--- src/hw/dcl_defines.svh ---
// timing counts, fis type codes and field positions for the device command layer
`ifndef DCL_DEFINES_SVH
`define DCL_DEFINES_SVH
`define DCL_FIS_REG_H2D        8'h27
`define DCL_FIS_REG_D2H        8'h34
`define DCL_FIS_DMA_SETUP      8'h41
`define DCL_FIS_SET_DEV_BITS   8'ha1
`define DCL_DEVCTL_SRST_BIT    2
`define DCL_STATUS_SERV_BIT    4
`define DCL_STATUS_ERR_BIT     0
`define DCL_STATUS_DRDY_BIT    6
`define DCL_DIAG_TIME_US       10
`define DCL_CLK_MHZ            40
`define DCL_DIAG_CYCLES        (`DCL_DIAG_TIME_US * `DCL_CLK_MHZ)
`define DCL_SIG_RESET          32'h0000_0101
`define DCL_REG_STATUS         8'h00
`define DCL_REG_CONTROL        8'h04
`define DCL_REG_DIAG_RESULT    8'h08
`define DCL_REG_SIGNATURE      8'h0c
`define DCL_REG_CMD            8'h10
`define DCL_CTRL_RESET         32'h0000_0001
`endif

--- src/hw/dcl_pkg.sv ---
// types shared by the device command layer
`default_nettype none
package dcl_pkg;
  typedef enum logic [4:0] {
    hard_reset_wait_state     = 5'h00,
    hard_reset_diag_state     = 5'h01,
    hard_reset_good_state     = 5'h02,
    hard_reset_bad_state      = 5'h03,
    idle_state                = 5'h04,
    frame_check_state         = 5'h05,
    command_check_state       = 5'h06,
    no_command_state          = 5'h07,
    set_service_state         = 5'h08,
    service_test_state        = 5'h09,
    tag_send_state            = 5'h0a,
    service_decode_state      = 5'h0b,
    soft_reset_asserted_state = 5'h0c,
    proto_dispatch_state      = 5'h0d
  } dcl_state_e;

  // protocol entry targets handed to the protocol bodies
  typedef enum logic [4:0] {
    dcl_p_none      = 5'h00,
    dcl_p_non_data  = 5'h01,
    dcl_p_pio_in    = 5'h02,
    dcl_p_pio_out   = 5'h03,
    dcl_p_dma_in    = 5'h04,
    dcl_p_dma_out   = 5'h05,
    dcl_p_packet    = 5'h06,
    dcl_p_dmaq_in   = 5'h07,
    dcl_p_dmaq_out  = 5'h08,
    dcl_p_exec_diag = 5'h09,
    dcl_p_dev_reset = 5'h0a,
    dcl_p_soft_rst  = 5'h0b,
    dcl_p_pkt_pio_in  = 5'h0c,
    dcl_p_pkt_pio_out = 5'h0d,
    dcl_p_pkt_dma_in  = 5'h0e,
    dcl_p_pkt_dma_out = 5'h0f,
    dcl_p_dmaq_send   = 5'h10,
    dcl_p_dmaq_act    = 5'h11
  } dcl_proto_e;

  // command classes reported by the command decoder
  typedef enum logic [3:0] {
    dcl_c_unimpl    = 4'h0,
    dcl_c_non_data  = 4'h1,
    dcl_c_pio_in    = 4'h2,
    dcl_c_pio_out   = 4'h3,
    dcl_c_dma_in    = 4'h4,
    dcl_c_dma_out   = 4'h5,
    dcl_c_packet    = 4'h6,
    dcl_c_dmaq_in   = 4'h7,
    dcl_c_dmaq_out  = 4'h8,
    dcl_c_exec_diag = 4'h9,
    dcl_c_dev_reset = 4'ha,
    dcl_c_service   = 4'hb
  } dcl_cmd_class_e;

  // kind of command waiting for service
  typedef enum logic [2:0] {
    dcl_q_pio_in  = 3'h0,
    dcl_q_pio_out = 3'h1,
    dcl_q_dma_in  = 3'h2,
    dcl_q_dma_out = 3'h3,
    dcl_q_dmaq_rd = 3'h4,
    dcl_q_dmaq_wr = 3'h5
  } dcl_queued_e;

  // received frame from the transport layer
  typedef struct packed {
    logic                 valid;
    logic [7:0]           fis_type;
    logic                 c_flag;
    logic [7:0]           devctl;
    dcl_cmd_class_e       cmd_class;
  } dcl_rx_frame_s;

  // frame request toward the transport layer
  typedef struct packed {
    logic                 valid;
    logic [7:0]           fis_type;
    logic                 i_flag;
    logic [7:0]           status;
    logic [7:0]           error;
    logic [4:0]           tag;
  } dcl_tx_req_s;

  // whole state of the controller
  typedef struct packed {
    dcl_state_e           state;
    logic [15:0]          diag_cnt;
    logic                 diag_fail;
    logic [7:0]           status;
    logic [7:0]           error;
    logic [31:0]          signature;
    dcl_tx_req_s          tx;
    dcl_proto_e           proto;
    logic                 proto_go;
    logic                 dma_setup_seen;
    logic                 abort_queue;
    logic                 hw_init;
    logic [31:0]          control;
    logic [31:0]          prdata;
    logic                 pready;
  } dcl_regs_s;
endpackage : dcl_pkg
`default_nettype wire
--- src/hw/dcl_ctrl.sv ---
// device command layer: reset protocols, idle and service dispatch
`default_nettype none
`include "dcl_defines.svh"
module dcl_ctrl #(
  parameter bit          QUEUING     = 1'b1,
  parameter int unsigned DIAG_CYCLES = `DCL_DIAG_CYCLES
) (
  input  wire logic                  i_clk,
  input  wire logic                  i_reset,
  input  wire logic                  i_hard_reset,
  input  wire dcl_pkg::dcl_rx_frame_s i_rx,
  input  wire logic                  i_tx_done,
  input  wire logic                  i_diag_pass,
  input  wire logic                  i_queue_ready,
  input  wire dcl_pkg::dcl_queued_e  i_queue_kind,
  input  wire logic [4:0]            i_queue_tag,
  input  wire logic                  i_proto_done,
  input  wire logic                  psel,
  input  wire logic                  penable,
  input  wire logic                  pwrite,
  input  wire logic [7:0]            paddr,
  input  wire logic [31:0]           pwdata,
  output logic [31:0]                prdata,
  output logic                       pready,
  output logic                       pslverr,
  output dcl_pkg::dcl_tx_req_s       o_tx,
  output dcl_pkg::dcl_proto_e        o_proto,
  output logic                       o_proto_go,
  output logic                       o_proto_abort,
  output logic                       o_dma_setup_seen,
  output logic                       o_abort_queue,
  output logic                       o_hw_init,
  output logic [31:0]                o_signature,
  output dcl_pkg::dcl_state_e        o_state
);
  import dcl_pkg::*;

  dcl_regs_s q;
  dcl_regs_s d;
  logic      srst_req;
  logic      in_proto;
  logic      apb_acc;
  logic      diag_done;

  // soft reset request seen in a register frame without command flag
  assign srst_req  = i_rx.valid && i_rx.fis_type == `DCL_FIS_REG_H2D && !i_rx.c_flag
                     && i_rx.devctl[`DCL_DEVCTL_SRST_BIT];
  assign in_proto  = q.state != idle_state && q.state != soft_reset_asserted_state;
  assign apb_acc   = psel && penable && !q.pready;
  assign diag_done = q.diag_cnt >= 16'(DIAG_CYCLES - 1);

  // -----------------------------------------------------------------
  // next state
  // -----------------------------------------------------------------
  always_comb begin
    d               = q;
    d.tx.valid      = 1'b0;
    d.proto_go      = 1'b0;
    d.dma_setup_seen = 1'b0;
    d.abort_queue   = 1'b0;
    d.pready        = 1'b0;
    unique case (q.state)
      hard_reset_wait_state: begin
        d.diag_cnt = 16'h0000;
        if (!i_hard_reset) begin
          d.state = hard_reset_diag_state;
        end
      end
      hard_reset_diag_state, soft_reset_asserted_state: begin
        d.hw_init  = 1'b1;
        if (!diag_done) begin
          d.diag_cnt = q.diag_cnt + 16'h0001;
        end
        if (q.state == soft_reset_asserted_state) begin
          if (i_rx.valid && i_rx.fis_type == `DCL_FIS_REG_H2D && !i_rx.c_flag
              && !i_rx.devctl[`DCL_DEVCTL_SRST_BIT] && diag_done) begin
            d.hw_init = 1'b0;
            d.proto   = dcl_p_soft_rst;
            d.proto_go = 1'b1;
            d.state   = proto_dispatch_state;
          end
        end else if (diag_done) begin
          d.hw_init   = 1'b0;
          d.diag_fail = !i_diag_pass;
          d.state     = i_diag_pass ? hard_reset_good_state : hard_reset_bad_state;
        end
      end
      hard_reset_good_state, hard_reset_bad_state: begin
        d.signature            = `DCL_SIG_RESET;
        d.status               = 8'h00;
        d.status[`DCL_STATUS_DRDY_BIT] = (q.state == hard_reset_good_state);
        d.status[`DCL_STATUS_ERR_BIT]  = (q.state == hard_reset_bad_state);
        d.error                = (q.state == hard_reset_good_state) ? 8'h01 : 8'h00;
        d.tx.valid             = !i_tx_done;
        d.tx.fis_type          = `DCL_FIS_REG_D2H;
        d.tx.i_flag            = 1'b0;
        d.tx.status            = d.status;
        d.tx.error             = d.error;
        d.tx.tag               = 5'h00;
        if (i_tx_done) begin
          d.state = idle_state;
        end
      end
      idle_state: begin
        if (i_rx.valid) begin
          d.state = frame_check_state;
        end else if (QUEUING && i_queue_ready && q.control[0]) begin
          d.state = set_service_state;
        end
      end
      frame_check_state: begin
        d.state = idle_state;
        if (i_rx.fis_type == `DCL_FIS_REG_H2D) begin
          if (i_rx.c_flag) begin
            d.state = command_check_state;
          end else if (i_rx.devctl[`DCL_DEVCTL_SRST_BIT]) begin
            d.state    = soft_reset_asserted_state;
            d.diag_cnt = 16'h0000;
          end
        end else if (i_rx.fis_type == `DCL_FIS_DMA_SETUP) begin
          d.dma_setup_seen = 1'b1;
        end
      end
      command_check_state: begin
        d.proto_go = 1'b1;
        d.state    = proto_dispatch_state;
        unique case (i_rx.cmd_class)
          dcl_c_non_data:  d.proto = dcl_p_non_data;
          dcl_c_pio_in:    d.proto = dcl_p_pio_in;
          dcl_c_pio_out:   d.proto = dcl_p_pio_out;
          dcl_c_dma_in:    d.proto = dcl_p_dma_in;
          dcl_c_dma_out:   d.proto = dcl_p_dma_out;
          dcl_c_packet:    d.proto = dcl_p_packet;
          dcl_c_dmaq_in:   d.proto = dcl_p_dmaq_in;
          dcl_c_dmaq_out:  d.proto = dcl_p_dmaq_out;
          dcl_c_exec_diag: d.proto = dcl_p_exec_diag;
          dcl_c_dev_reset: d.proto = dcl_p_dev_reset;
          dcl_c_service: begin
            d.proto_go = 1'b0;
            d.state    = QUEUING ? service_test_state : no_command_state;
            d.abort_queue = !QUEUING;
          end
          default: begin
            d.proto_go    = 1'b0;
            d.state       = no_command_state;
            d.abort_queue = 1'b1;
          end
        endcase
      end
      no_command_state: begin
        d.status[`DCL_STATUS_ERR_BIT] = 1'b1;
        d.error       = 8'h04; // abort bit
        d.tx.valid    = !i_tx_done;
        d.tx.fis_type = `DCL_FIS_REG_D2H;
        d.tx.i_flag   = 1'b1;
        d.tx.status   = d.status;
        d.tx.error    = d.error;
        d.tx.tag      = 5'h00;
        if (i_tx_done) begin
          d.state = idle_state;
        end
      end
      set_service_state: begin
        d.tx.valid    = !i_tx_done;
        d.tx.fis_type = `DCL_FIS_SET_DEV_BITS;
        d.tx.i_flag   = 1'b1;
        d.tx.status   = q.status | (8'h01 << `DCL_STATUS_SERV_BIT);
        d.tx.error    = q.error;
        d.tx.tag      = 5'h00;
        if (i_tx_done) begin
          d.state = idle_state;
        end
      end
      service_test_state: begin
        if (i_queue_kind == dcl_q_pio_in || i_queue_kind == dcl_q_pio_out) begin
          d.state = service_decode_state;
        end else begin
          d.state = tag_send_state;
        end
      end
      tag_send_state: begin
        d.tx.valid    = !i_tx_done;
        d.tx.fis_type = `DCL_FIS_REG_D2H;
        d.tx.i_flag   = 1'b0;
        d.tx.status   = q.status;
        d.tx.error    = q.error;
        d.tx.tag      = i_queue_tag;
        if (i_tx_done) begin
          d.state = service_decode_state;
        end
      end
      service_decode_state: begin
        d.proto_go = 1'b1;
        d.state    = proto_dispatch_state;
        unique case (i_queue_kind)
          dcl_q_pio_in:  d.proto = dcl_p_pkt_pio_in;
          dcl_q_pio_out: d.proto = dcl_p_pkt_pio_out;
          dcl_q_dma_in:  d.proto = dcl_p_pkt_dma_in;
          dcl_q_dma_out: d.proto = dcl_p_pkt_dma_out;
          dcl_q_dmaq_rd: d.proto = dcl_p_dmaq_send;
          dcl_q_dmaq_wr: d.proto = dcl_p_dmaq_act;
          default:       d.proto = dcl_p_none;
        endcase
      end
      proto_dispatch_state: begin
        if (i_proto_done) begin
          d.state = idle_state;
          d.proto = dcl_p_none;
        end
      end
      default: d.state = hard_reset_wait_state;
    endcase
    // soft reset preempts a running protocol
    if (srst_req && in_proto && q.state != frame_check_state) begin
      d.state    = soft_reset_asserted_state;
      d.diag_cnt = 16'h0000;
      d.proto    = dcl_p_none;
      d.tx.valid = 1'b0;
      d.proto_go = 1'b0;
    end
    // hard reset overrides every state transition, including soft reset
    if (i_hard_reset) begin
      d.state    = hard_reset_wait_state;
      d.proto    = dcl_p_none;
      d.tx.valid = 1'b0;
      d.proto_go = 1'b0;
    end
    // apb slave, one wait state
    if (apb_acc) begin
      d.pready = 1'b1;
      d.prdata = 32'h0000_0000;
      unique case (paddr)
        `DCL_REG_STATUS:      d.prdata = {19'h0, q.state, q.status};
        `DCL_REG_CONTROL:     d.prdata = q.control;
        `DCL_REG_DIAG_RESULT: d.prdata = {31'h0, q.diag_fail};
        `DCL_REG_SIGNATURE:   d.prdata = q.signature;
        `DCL_REG_CMD:         d.prdata = {27'h0, q.proto};
        default:              d.prdata = 32'h0000_0000;
      endcase
    end
    // write lands on the edge that completes the access
    if (psel && penable && q.pready && pwrite && paddr == `DCL_REG_CONTROL) begin
      d.control = pwdata;
    end
  end

  // -----------------------------------------------------------------
  // state register
  // -----------------------------------------------------------------
  always_ff @(posedge i_clk) begin
    if (i_reset) begin
      q         <= '0;
      q.state   <= hard_reset_wait_state;
      q.control <= `DCL_CTRL_RESET;
      q.proto   <= dcl_p_none;
    end else begin
      q <= d;
    end
  end

  assign prdata           = q.prdata;
  assign pready           = q.pready;
  assign pslverr          = 1'b0;
  assign o_tx             = q.tx;
  assign o_proto          = q.proto;
  assign o_proto_go       = q.proto_go;
  assign o_proto_abort    = i_hard_reset || (srst_req && in_proto && q.state != frame_check_state);
  assign o_dma_setup_seen = q.dma_setup_seen;
  assign o_abort_queue    = q.abort_queue;
  assign o_hw_init        = q.hw_init;
  assign o_signature      = q.signature;
  assign o_state          = q.state;

  // -----------------------------------------------------------------
  // checks
  // -----------------------------------------------------------------
  property p_hard_reset;
    @(posedge i_clk) disable iff (i_reset) i_hard_reset |=> q.state == hard_reset_wait_state;
  endproperty
  a_hard_reset: assert property (p_hard_reset) else $error("hard reset not taken");

  property p_hold_wait;
    @(posedge i_clk) disable iff (i_reset)
      q.state == hard_reset_wait_state && !i_hard_reset |=> q.state == hard_reset_diag_state;
  endproperty
  a_hold_wait: assert property (p_hold_wait) else $error("no diag after reset release");

  property p_idle_rx;
    @(posedge i_clk) disable iff (i_reset)
      q.state == idle_state && i_rx.valid && !i_hard_reset |=> q.state == frame_check_state;
  endproperty
  a_idle_rx: assert property (p_idle_rx) else $error("frame not checked");

  property p_reset_done;
    @(posedge i_clk) disable iff (i_reset)
      (q.state == hard_reset_good_state || q.state == hard_reset_bad_state) && i_tx_done
      && !i_hard_reset && !srst_req |=> q.state == idle_state;
  endproperty
  a_reset_done: assert property (p_reset_done) else $error("no idle after status");

  property p_dma_setup;
    @(posedge i_clk) disable iff (i_reset)
      q.state == frame_check_state && i_rx.fis_type == `DCL_FIS_DMA_SETUP && !i_hard_reset
      |=> o_dma_setup_seen && q.state == idle_state;
  endproperty
  a_dma_setup: assert property (p_dma_setup) else $error("dma setup not reported");

  property p_nocmd_abort;
    @(posedge i_clk) disable iff (i_reset)
      $rose(q.state == no_command_state) |-> o_abort_queue;
  endproperty
  a_nocmd_abort: assert property (p_nocmd_abort) else $error("queue not aborted");

  property p_serv_bit;
    @(posedge i_clk) disable iff (i_reset)
      o_tx.valid && o_tx.fis_type == `DCL_FIS_SET_DEV_BITS |-> o_tx.status[`DCL_STATUS_SERV_BIT] && o_tx.i_flag;
  endproperty
  a_serv_bit: assert property (p_serv_bit) else $error("service bit missing");

  property p_srst_enter;
    @(posedge i_clk) disable iff (i_reset)
      q.state == frame_check_state && i_rx.fis_type == `DCL_FIS_REG_H2D && !i_rx.c_flag
      && i_rx.devctl[`DCL_DEVCTL_SRST_BIT] && !i_hard_reset |=> q.state == soft_reset_asserted_state;
  endproperty
  a_srst_enter: assert property (p_srst_enter) else $error("soft reset not entered");

  property p_no_queue;
    @(posedge i_clk) disable iff (i_reset)
      !QUEUING |-> q.state != set_service_state && q.state != tag_send_state;
  endproperty
  a_no_queue: assert property (p_no_queue) else $error("service state without queuing");

  property p_nocmd_frame;
    @(posedge i_clk) disable iff (i_reset)
      q.state == no_command_state && o_tx.valid |-> o_tx.i_flag && o_tx.fis_type == `DCL_FIS_REG_D2H;
  endproperty
  a_nocmd_frame: assert property (p_nocmd_frame) else $error("no-command frame wrong");

  property p_serv_test;
    @(posedge i_clk) disable iff (i_reset)
      q.state == service_test_state && (i_queue_kind == dcl_q_pio_in || i_queue_kind == dcl_q_pio_out)
      && !i_hard_reset && !srst_req |=> q.state == service_decode_state;
  endproperty
  a_serv_test: assert property (p_serv_test) else $error("pio service not decoded");

  property p_tag_done;
    @(posedge i_clk) disable iff (i_reset)
      q.state == tag_send_state && i_tx_done && !i_hard_reset && !srst_req |=> q.state == service_decode_state;
  endproperty
  a_tag_done: assert property (p_tag_done) else $error("tag send not finished");
endmodule : dcl_ctrl
`default_nettype wire

--- config.mk ---
export PLATFORM = sky130hd
export DESIGN_NAME = dcl_ctrl
export DESIGN_NICKNAME = d
export VERILOG_FILES = /design/src/hw/dcl_pkg.sv /design/src/hw/dcl_ctrl.sv
export VERILOG_INCLUDE_DIRS = /design/src /design/src/hw
export SDC_FILE = /design/constraint.sdc
export NUM_CORES = 1
export LEC_CHECK = 0
export BUFFER_PORTS_ARGS = -buffer_cell sky130_fd_sc_hd__buf_4
export CORE_MARGIN = 2
export CORE_UTILIZATION = 51
export DETAILED_ROUTE_END_ITERATION = 7
export GPL_ROUTABILITY_DRIVEN = 0
export PLACE_DENSITY = 0.89
export SKIP_LAST_GASP = 1
export SLEW_MARGIN = 20
export SYNTH_ARGS = -nofsm -noshare
export SYNTH_HDL_FRONTEND = slang
export SYNTH_SLANG_ARGS = --single-unit
--- constraint.sdc ---
create_clock -name i_clk -period 2.2 [get_ports i_clk]
set_clock_uncertainty 0.2 [all_clocks]
set_input_delay 0.11 -clock i_clk [delete_from_list [all_inputs] [get_ports i_clk]]
set_output_delay 0.11 -clock i_clk [all_outputs]
set_load 0.01 [all_outputs]
==> results.cfg, run 1 <==
[outcome]
status = finished, final reports clean

[synth]
synthesis.area_mm2 = 0.005698
synth_top_family_by_area = simple AND/OR/NAND/NOR gates
yosys_most_used_dff = dfxtp_1
yosys.area_share.simple = 0.2150
ys_types = 71
async_flop_share = 0
yosysSeqAreaShare = 0.4005
syn_avg_cell_area_um2 = 8.258
synth-edff-count = 0
yosysWarnings = 0
synth_compound_area_frac = 0.1838
synthMuxAreaShare = 0.01669
synth_fa_ha_area_frac = 0.002196
synth-seq-cells = 114
synth-xor-area-share = 0.006148
syn_inst = 690

[floorplan]
core_mm2 = 0.01089
start_util = 0.5233
dieArea_mm2 = 0.01203
fp.dieH_um = 109.7
io_pins = 192
rows = 38
die-width_um = 109.7

[sta]
setup_ws_ns = 0.02813
hold_viol_final = 0
max_clock_freq_ghz = 0.4604
min_period_over_period = 0.9872
setup_viol = 0
rsz0062_at_grt = yes
slew_headroom = 0.5451
slew_viol_final = 0
fin_crit_ns = 2.172
tightestPinTransition_ns = 0.6772

[critical_path]
cp-start-kind = flop
end_kind = flop
arrival_ns = 2.42
path_max_fanout = 14
criticalPathCategory = reg -> reg
required_ns = 2.44

[routing]
ant_nets = 0
drt_iter0_markers = 443
dr.pass1.iters = 5
avgViaCountPerCell = 5.515
wl_um = 16880
vias = 5581
wl_per_cell_um = 16.68
drc_errors = 0

[finish]
final_area_mm2 = 0.007805
drive_gt1_frac = 0.2675
mostFrequentLayoutCell = buf_4
num-nets-final = 939
layout_common_cells = buf_4, dfxtp_1, nand2_1
area_delta_synth_final_pct = 36.98

[placed_design]
port_buffers = 138
place_hpwl_um = 9887
dpl_cell_area_mm2 = 0.006410
place_ws_ns = -0.01371

[power_and_ir_drop]
total_leakage_power_uw = 0.003272
peakVddDrop_mv = 0.4213
p_switching_uw = 1258
comb_power_share = 0.082
seqPwrFrac = 0.385
internal-power_uw = 4152
p_sw_frac = 0.2325
p_per_area_mw_per_mm2 = 693.1
clkPwrFrac = 0.532
power_uw = 5410

[grt]
grt_max_degree = 56
grt_pass1_wl_um = 25160
grtUsageTotal = 0.2713
grt_pass1_vias = 5300
gr-total-overflow = 0
antenna_found_initial = 0

[clocking]
cts.sinks = 114
clk-insertion-delay-late_ns = 0.51
root_buffer = clkbuf_8
path_clk_slew_ns = 0.06
cts_tree = yes
htree_num_levels = 4
cts_buffer_depth = 2
cts_inserted_buffers = 17

[job]
max-cap-violations = 0

[hold_path]
hp-class = in -> reg
worst max-delay path, cell delays in order, from the launching register on:
cell,delay [ns]
dfxtp_1,0.35
buf_12,0.16
nor2b_4,0.14
nand2_1,0.11
and4_4,0.23
or3_4,0.38
or4b_1,0.46
o21ai_1,0.08
synth_stat cells (7+ instances only):
library cell,n,area share
a22o_1,8,0.012
buf_4,109,0.14
o21ai_0,13,0.011
a22oi_1,31,0.041
a211oi_1,8,0.011
clkbuf_1,26,0.017
inv_1,12,0.0079
nand3_1,7,0.0061
nor3_1,13,0.011
and2_1,12,0.013
nand2_1,92,0.061
dfxtp_1,114,0.40
nor2b_1,10,0.011
nor2_1,71,0.047
a21oi_1,53,0.047
area by class of cell:
type	count	area, µm²
Sequential cell	114	2286
Inverter	13	48.80
Multi-Input combinational cell	466	2618
Clock inverter	14	202.7
Timing Repair Buffer	246	2054
Antenna cell	1	2.502
Clock buffer	18	417.9
Tap cell	140	175.2
Fill cell	772	3083
timing repair:
| item | CTS | global route |
|---|---|---|
| buffers inserted | 0 | 1 |
| resized for setup | 2 | 10 |
| gates cloned | 0 | 0 |
| pin swaps | 0 | 2 |
| hold buffers | 73 | 0 |
| endpoints found under the setup margin | 3 | 16 |
| hold endpoints to repair | 75 | 0 |
routing by layer:
metal | global-route usage | share of wire | vias up
met5 | 0 | 0 | -
met4 | 0.1673 | 0.048 | 0
met3 | 0.06876 | 0.087 | 88
met2 | 0.4444 | 0.48 | 355
met1 | 0.3177 | 0.38 | 2565
li1 | - | - | 2573
worst paths after layout:
check	from	endpoint	slack, ns	depth (start not counted)
setup / recovery	o_state[1]	o_proto[4]	0.03	7
hold / removal	penable	pready	0.01	4
setup reg to reg	o_state[1]	o_proto[4]	0.03	7
hold reg to reg	q[60]	q[60]	0.25	2
stage by stage:
step           hold slack [ns]  cells  TNS [ns]  utilization
2_1_floorplan         -0.01724    735         0            -
3_3_place_gp            0.1213    905         0       0.5887
3_5_place_dp            0.1251    905  -0.01694       0.5887
4_1_cts               0.009500   1010  -0.02464       0.7136
5_1_grt                0.02901   1011  -0.06307       0.7166
6_report               0.01321   1012         0       0.7168
kinds of logic after synthesis:
family,count (synthesis)
XOR/XNOR,4
AND/OR/NAND/NOR,252
flip-flops,114
other,1
AO/OA/AOI/OAI,155
buffers and inverters,155
multiplexers,8
adder cells (fa/ha/maj),1
flip-flops by register name, summed over array words and instances (netlist names), 4 cells and up:
register / count
o_tx: 14
o_proto: 5
o_state: 4
prdata: 32
q: 53
power groups by stage:
stage	clock [µW]	sequential (µW)	combinational, µW
finish	2880	2090	445
global route	3010	2090	474
CTS	2880	2080	423
detailed placement	0	2130	331
global placement	0	2130	327
floorplan	0	2120	232
Power figures use the tool's default switching activity.
==> run 2: changes to the inputs <==
--- a/config.mk
+++ b/config.mk
@@ -13,2 +13,3 @@
 export GPL_ROUTABILITY_DRIVEN = 0
+export GPL_TIMING_DRIVEN = 0
 export PLACE_DENSITY = 0.89
==> constraint.sdc (replaced) <==
create_clock -name i_clk -period 2.2 [get_ports i_clk]
set_clock_uncertainty 0.2 [all_clocks]
set_input_delay 0.33 -clock i_clk [delete_from_list [all_inputs] [get_ports i_clk]]
set_output_delay 0.33 -clock i_clk [all_outputs]
set_load 0.01 [all_outputs]
==> run 2 against run 1 <==
  * The flow now finishes with violations (DRC, setup timing)
  * Sequential power about the same
  * Register-to-register slack got worse by 0.11 ns
  * Sequential cell count did not move
  * Global-route usage increased by 2.9 points
  * Via count increased by 13%
  * Critical path depth did not move
  * Total power down 1.6%
  * Combinational power up 18%
  * Die area did not move
  * Clock-buffer cell count stayed put
  * Non-clock buffer count grew 88
  * Highest routed layer unchanged
==> results.cfg, run 2 (synthesis gave the netlist of run 1 again) <==
[outcome]
status = finished, violations left
failed_checks = DRC, setup timing

[critical_path]
arrival_ns = 2.46
critPathSlowestCell = a21boi_2
path_buf_inv = 1
path_common_cell = nor3_4
slowest_delay_ns = 0.35
cp-start-kind = flop
end_kind = flop
criticalPathCategory = reg -> reg
worstPathCellList = buf_4, nand4bb_2, a21boi_2, nor3_4, nor3_4, mux2i_1, a211oi_2
required_ns = 2.38
cp_top_family = simple AND/OR/NAND/NOR gates
path_max_fanout = 7

[grt]
use_met2 = 0.4982
use_met3 = 0.08417
grt_max_degree = 17
grt_pass1_wl_um = 27690
antenna_found_initial = 0
met1_usage = 0.3484
grtUsageTotal = 0.2999
gr-total-overflow = 0
top_usage_layer = met2
grt_pass1_vias = 5733

[sta]
setup_viol = 2
slew_headroom = 0.4556
setup_ws_ns = -0.08028
min_period_over_period = 1.036
fin_crit_ns = 2.280
slew_viol_final = 0
max_clock_freq_ghz = 0.4385
tightestPinTransition_ns = 0.8091
hold_viol_final = 0
rsz0062_at_grt = yes
holdWs_ns = 0.04535

[placed_design]
dpl_cell_area_mm2 = 0.007071
port_buffers = 137
place_hpwl_um = 11090

[clocking]
clk-insertion-delay-late_ns = 0.53
cts_buffer_depth = 2
cts.sinks = 114
root_buffer = clkbuf_8
path_clk_slew_ns = 0.06
cts_tree = yes
htree_num_levels = 4
cts_inserted_buffers = 17

[routing]
avgViaCountPerCell = 5.727
drt_iter0_markers = 851
drc_errors = 2
wl_um = 20070
vias = 6294
wl_per_cell_um = 18.26
ant_nets = 0
dr.pass1.iters = 8

[finish]
largest_reg_flops = 53
diodes = 0
layout_common_cells = buf_4, dfxtp_1, nand2_1
largest_register = q
drive_gt1_frac = 0.3535
num-nets-final = 1027
area_delta_synth_final_pct = 46.38
mostFrequentLayoutCell = buf_4
final_area_mm2 = 0.008341

[floorplan]
die-width_um = 109.7
fp.dieH_um = 109.7
io_pins = 192
rows = 38
start_util = 0.5233
core_mm2 = 0.01089
dieArea_mm2 = 0.01203

[hold_path]
hp-class = in -> reg

[job]
max-cap-violations = 0

[power_and_ir_drop]
total_leakage_power_uw = 0.003689
p_per_area_mw_per_mm2 = 638.3
power_uw = 5324
peakVddDrop_mv = 0.5117
-- run 2: changes by cell type in the layout (fill, tap and decap cells not counted), moves of 4 or more --
cell	change
buf_4	+84
dlygate4sd3_1	-27
clkbuf_1	+22
clkinv_4	-4
-- run 2: worst register-to-register path, cell delays in order, from the launching register on --
cell and delay (ns):
dfxtp_1 0.32, buf_4 0.19, nand4bb_2 0.23, a21boi_2 0.35
nor3_4 0.10, nor3_4 0.31, mux2i_1 0.33, a211oi_2 0.10
-- run 2: stage by stage --
| step | setup WS (ns) | setup TNS, ns | instances | util |
|---|---|---|---|---|
| after floorplan | 0.1966 | 0 | 735 | - |
| after global placement | -0.1163 | -1.035 | 1012 | 0.6494 |
| after detailed placement | -0.1571 | -1.715 | 1012 | 0.6494 |
| after CTS | -0.02554 | -0.03089 | 1093 | 0.7497 |
| after global routing | -0.1202 | -0.5846 | 1099 | 0.7660 |
| final | -0.08028 | -0.1225 | 1099 | 0.7660 |
-- run 2: what timing repair did --
action / 4_1_cts / 5_1_grt
endpoints found under the setup margin: 9 / 30
cloned: 0 / 0
endpoints found under the hold margin: 44 / 0
hold buffers: 46 / 0
pin swaps: 2 / 10
buffers inserted: 3 / 6
gates resized for setup: 9 / 37
-- run 2: power breakdown --
part           internal, µW  switching [µW]
logic                   268             258
clock network          1650            1060
registers              2070            8.06
-- run 2: final timing paths --
path,start,to,slack [ns],depth (start not counted)
min reg2reg,o_tx[27],o_tx[27],0.25,2
min,i_rx[3],o_proto[2],0.05,4
max reg2reg,o_state[1],o_state[3],-0.08,7
max,o_state[1],o_state[3],-0.08,7
-- run 2: area by class of cell --
type / count / area [µm²]
Clock inverter: 14 / 150.1
Multi-Input combinational cell: 466 / 2729
Clock buffer: 18 / 427.9
Inverter: 13 / 48.80
Fill cell: 658 / 2547
Sequential cell: 114 / 2288
Tap cell: 140 / 175.2
Timing Repair Buffer: 192 / 1556
Buffer: 142 / 964.7
-- run 2: metal layers --
layer	part of all wire	wire length [µm]
met1	0.36	7135
met2	0.46	9213
met3	0.12	2450
met4	0.063	1266
met5	0	0
==> run 3: changes to the inputs <==
Settings changed: CORE_ASPECT_RATIO set to 0.5.
==> run 3 against run 2 <==
  * The flow finishes with violations (setup timing)
  * Combinational power decreased by 4.0%
  * Cell count fell by 0.27%
  * Clock power fell by 2%
  * Global-route usage down 2.9 points
  * Critical path depth up 1
  * Final area shrank 1.5%
  * Total power decreased by 1.5%
  * Via count down 4.4%
  * Wire length fell by 12%
  * Register-to-register slack about the same
  * Core utilization shrank 1.5 points
  * Non-clock buffer count fell by 8
  * Critical path type unchanged
==> results.cfg, run 3 (synthesis gave the netlist of run 1 again) <==
[placed_design]
place_hpwl_um = 10930
dpl_cell_area_mm2 = 0.007077
place_ws_ns = -0.1759
dp_cells = 1017
port_buffers = 137

[routing]
avgViaCountPerCell = 5.490
wl_um = 17680
ant_nets = 0
dr.pass1.iters = 5
drt_iter0_markers = 746
vias = 6017
wl_per_cell_um = 16.13
drc_errors = 0

[sta]
setup_viol = 5
min_period_over_period = 1.035
fin_crit_ns = 2.277
holdWs_ns = 0.06213
max_clock_freq_ghz = 0.4392
slew_headroom = 0.4362
rsz0062_at_grt = yes
setup_ws_ns = -0.07709
tightestPinTransition_ns = 0.8380
hold_viol_final = 0
slew_viol_final = 0

[outcome]
status = finished, violations left
failed_checks = setup timing

[floorplan]
io_pins = 192
dieArea_mm2 = 0.01209
core_mm2 = 0.01095
die-width_um = 153.5
fp.dieH_um = 78.74
start_util = 0.5206
rows = 27

[critical_path]
criticalPathCategory = reg -> reg
arrival_ns = 2.37
path_max_fanout = 10
cp-start-kind = flop
required_ns = 2.30
end_kind = flop

[finish]
drive_gt1_frac = 0.3460
layout_common_cells = buf_4, dfxtp_1, nand2_1
stdcell_count = 1096
largest_register = q
fin_util = 0.7506
final_area_mm2 = 0.008215
mostFrequentLayoutCell = buf_4
area_delta_synth_final_pct = 44.18
num-nets-final = 1019
largest_reg_flops = 53
nFillCells = 697
diodes = 0

[power_and_ir_drop]
p_switching_uw = 1318
comb_power_share = 0.096
p_per_area_mw_per_mm2 = 638.4
internal-power_uw = 3926
seqPwrFrac = 0.397
clkPwrFrac = 0.507
total_leakage_power_uw = 0.003636
p_sw_frac = 0.2514
peakVddDrop_mv = 0.6912

[clocking]
cts_inserted_buffers = 17
cts_buffer_depth = 2
root_buffer = clkbuf_16
cts_tree = yes
clk-insertion-delay-late_ns = 0.41
path_clk_slew_ns = 0.06
cts.sinks = 114
htree_num_levels = 4

[grt]
grt_pass1_vias = 5616
grtUsageTotal = 0.2706
gr-total-overflow = 0
grt_pass1_wl_um = 26630
antenna_found_initial = 0
grt_max_degree = 17

[job]
max-cap-violations = 0

[hold_path]
hp-class = in -> reg
run 3: layout make-up:
class                      instances  area [µm²]  share of cell area
multi-input combinational        466        2679              0.3261
sequential                       114        2285              0.2781
timing repair buffer             184        1486              0.1809
buffer                           142       965.9              0.1176
clock buffer                      18       439.2             0.05346
tap                              145       181.4             0.02208
clock inverter                    14       130.1             0.01584
inverter                          13       48.80            0.005940
run 3: repair_timing:
action	CTS	global route
cloned	0	0
setup endpoints to repair	10	27
pin swaps	1	5
hold buffers	42	0
buffers inserted	0	5
resized for setup	10	24
endpoints found under the hold margin	42	0
run 3: final timing paths:
kind / slack (ns) / start / cells after the start / endpoint
max: -0.08 / o_state[3] / 8 / o_state[0]
min: 0.06 / i_queue_kind[1] / 3 / o_proto[4]
max reg2reg: -0.08 / o_state[3] / 8 / o_state[0]
min reg2reg: 0.25 / q[48] / 2 / q[48]
run 3: metal layers:
layer / routed length (µm) / part of all wire / GRT usage
met1: 6568 / 0.37 / 0.3046
met3: 1701 / 0.096 / 0.06714
met4: 727 / 0.041 / 0.1284
met2: 8677 / 0.49 / 0.4884
met5: 0 / 0 / 0
run 3: metrics by stage:
| step | total power (µW) | setup TNS, ns |
|---|---|---|
| 2_1_floorplan | 2356 | 0 |
| 3_3_place_gp | 2521 | -0.8624 |
| 3_5_place_dp | 2528 | -2.219 |
| 4_1_cts | 5180 | -0.007243 |
| 5_1_grt | 5376 | -0.5119 |
| 6_report | 5245 | -0.1965 |
run 3: power groups by stage:
stage	sequential (µW)	clock, µW	combinational, µW
after floorplan	2120	0	232
after global placement	2120	0	396
after detailed placement	2120	0	403
after CTS	2080	2630	470
after global routing	2080	2760	537
final	2080	2660	505
run 3: worst max-delay path, stage by stage (launching register included):
cell	delay, ns
dfxtp_2	0.45
buf_4	0.25
nor2_2	0.12
a21boi_2	0.21
nor3_2	0.08
nor3_4	0.31
buf_4	0.17
nor2_1	0.05
a211oi_1	0.32
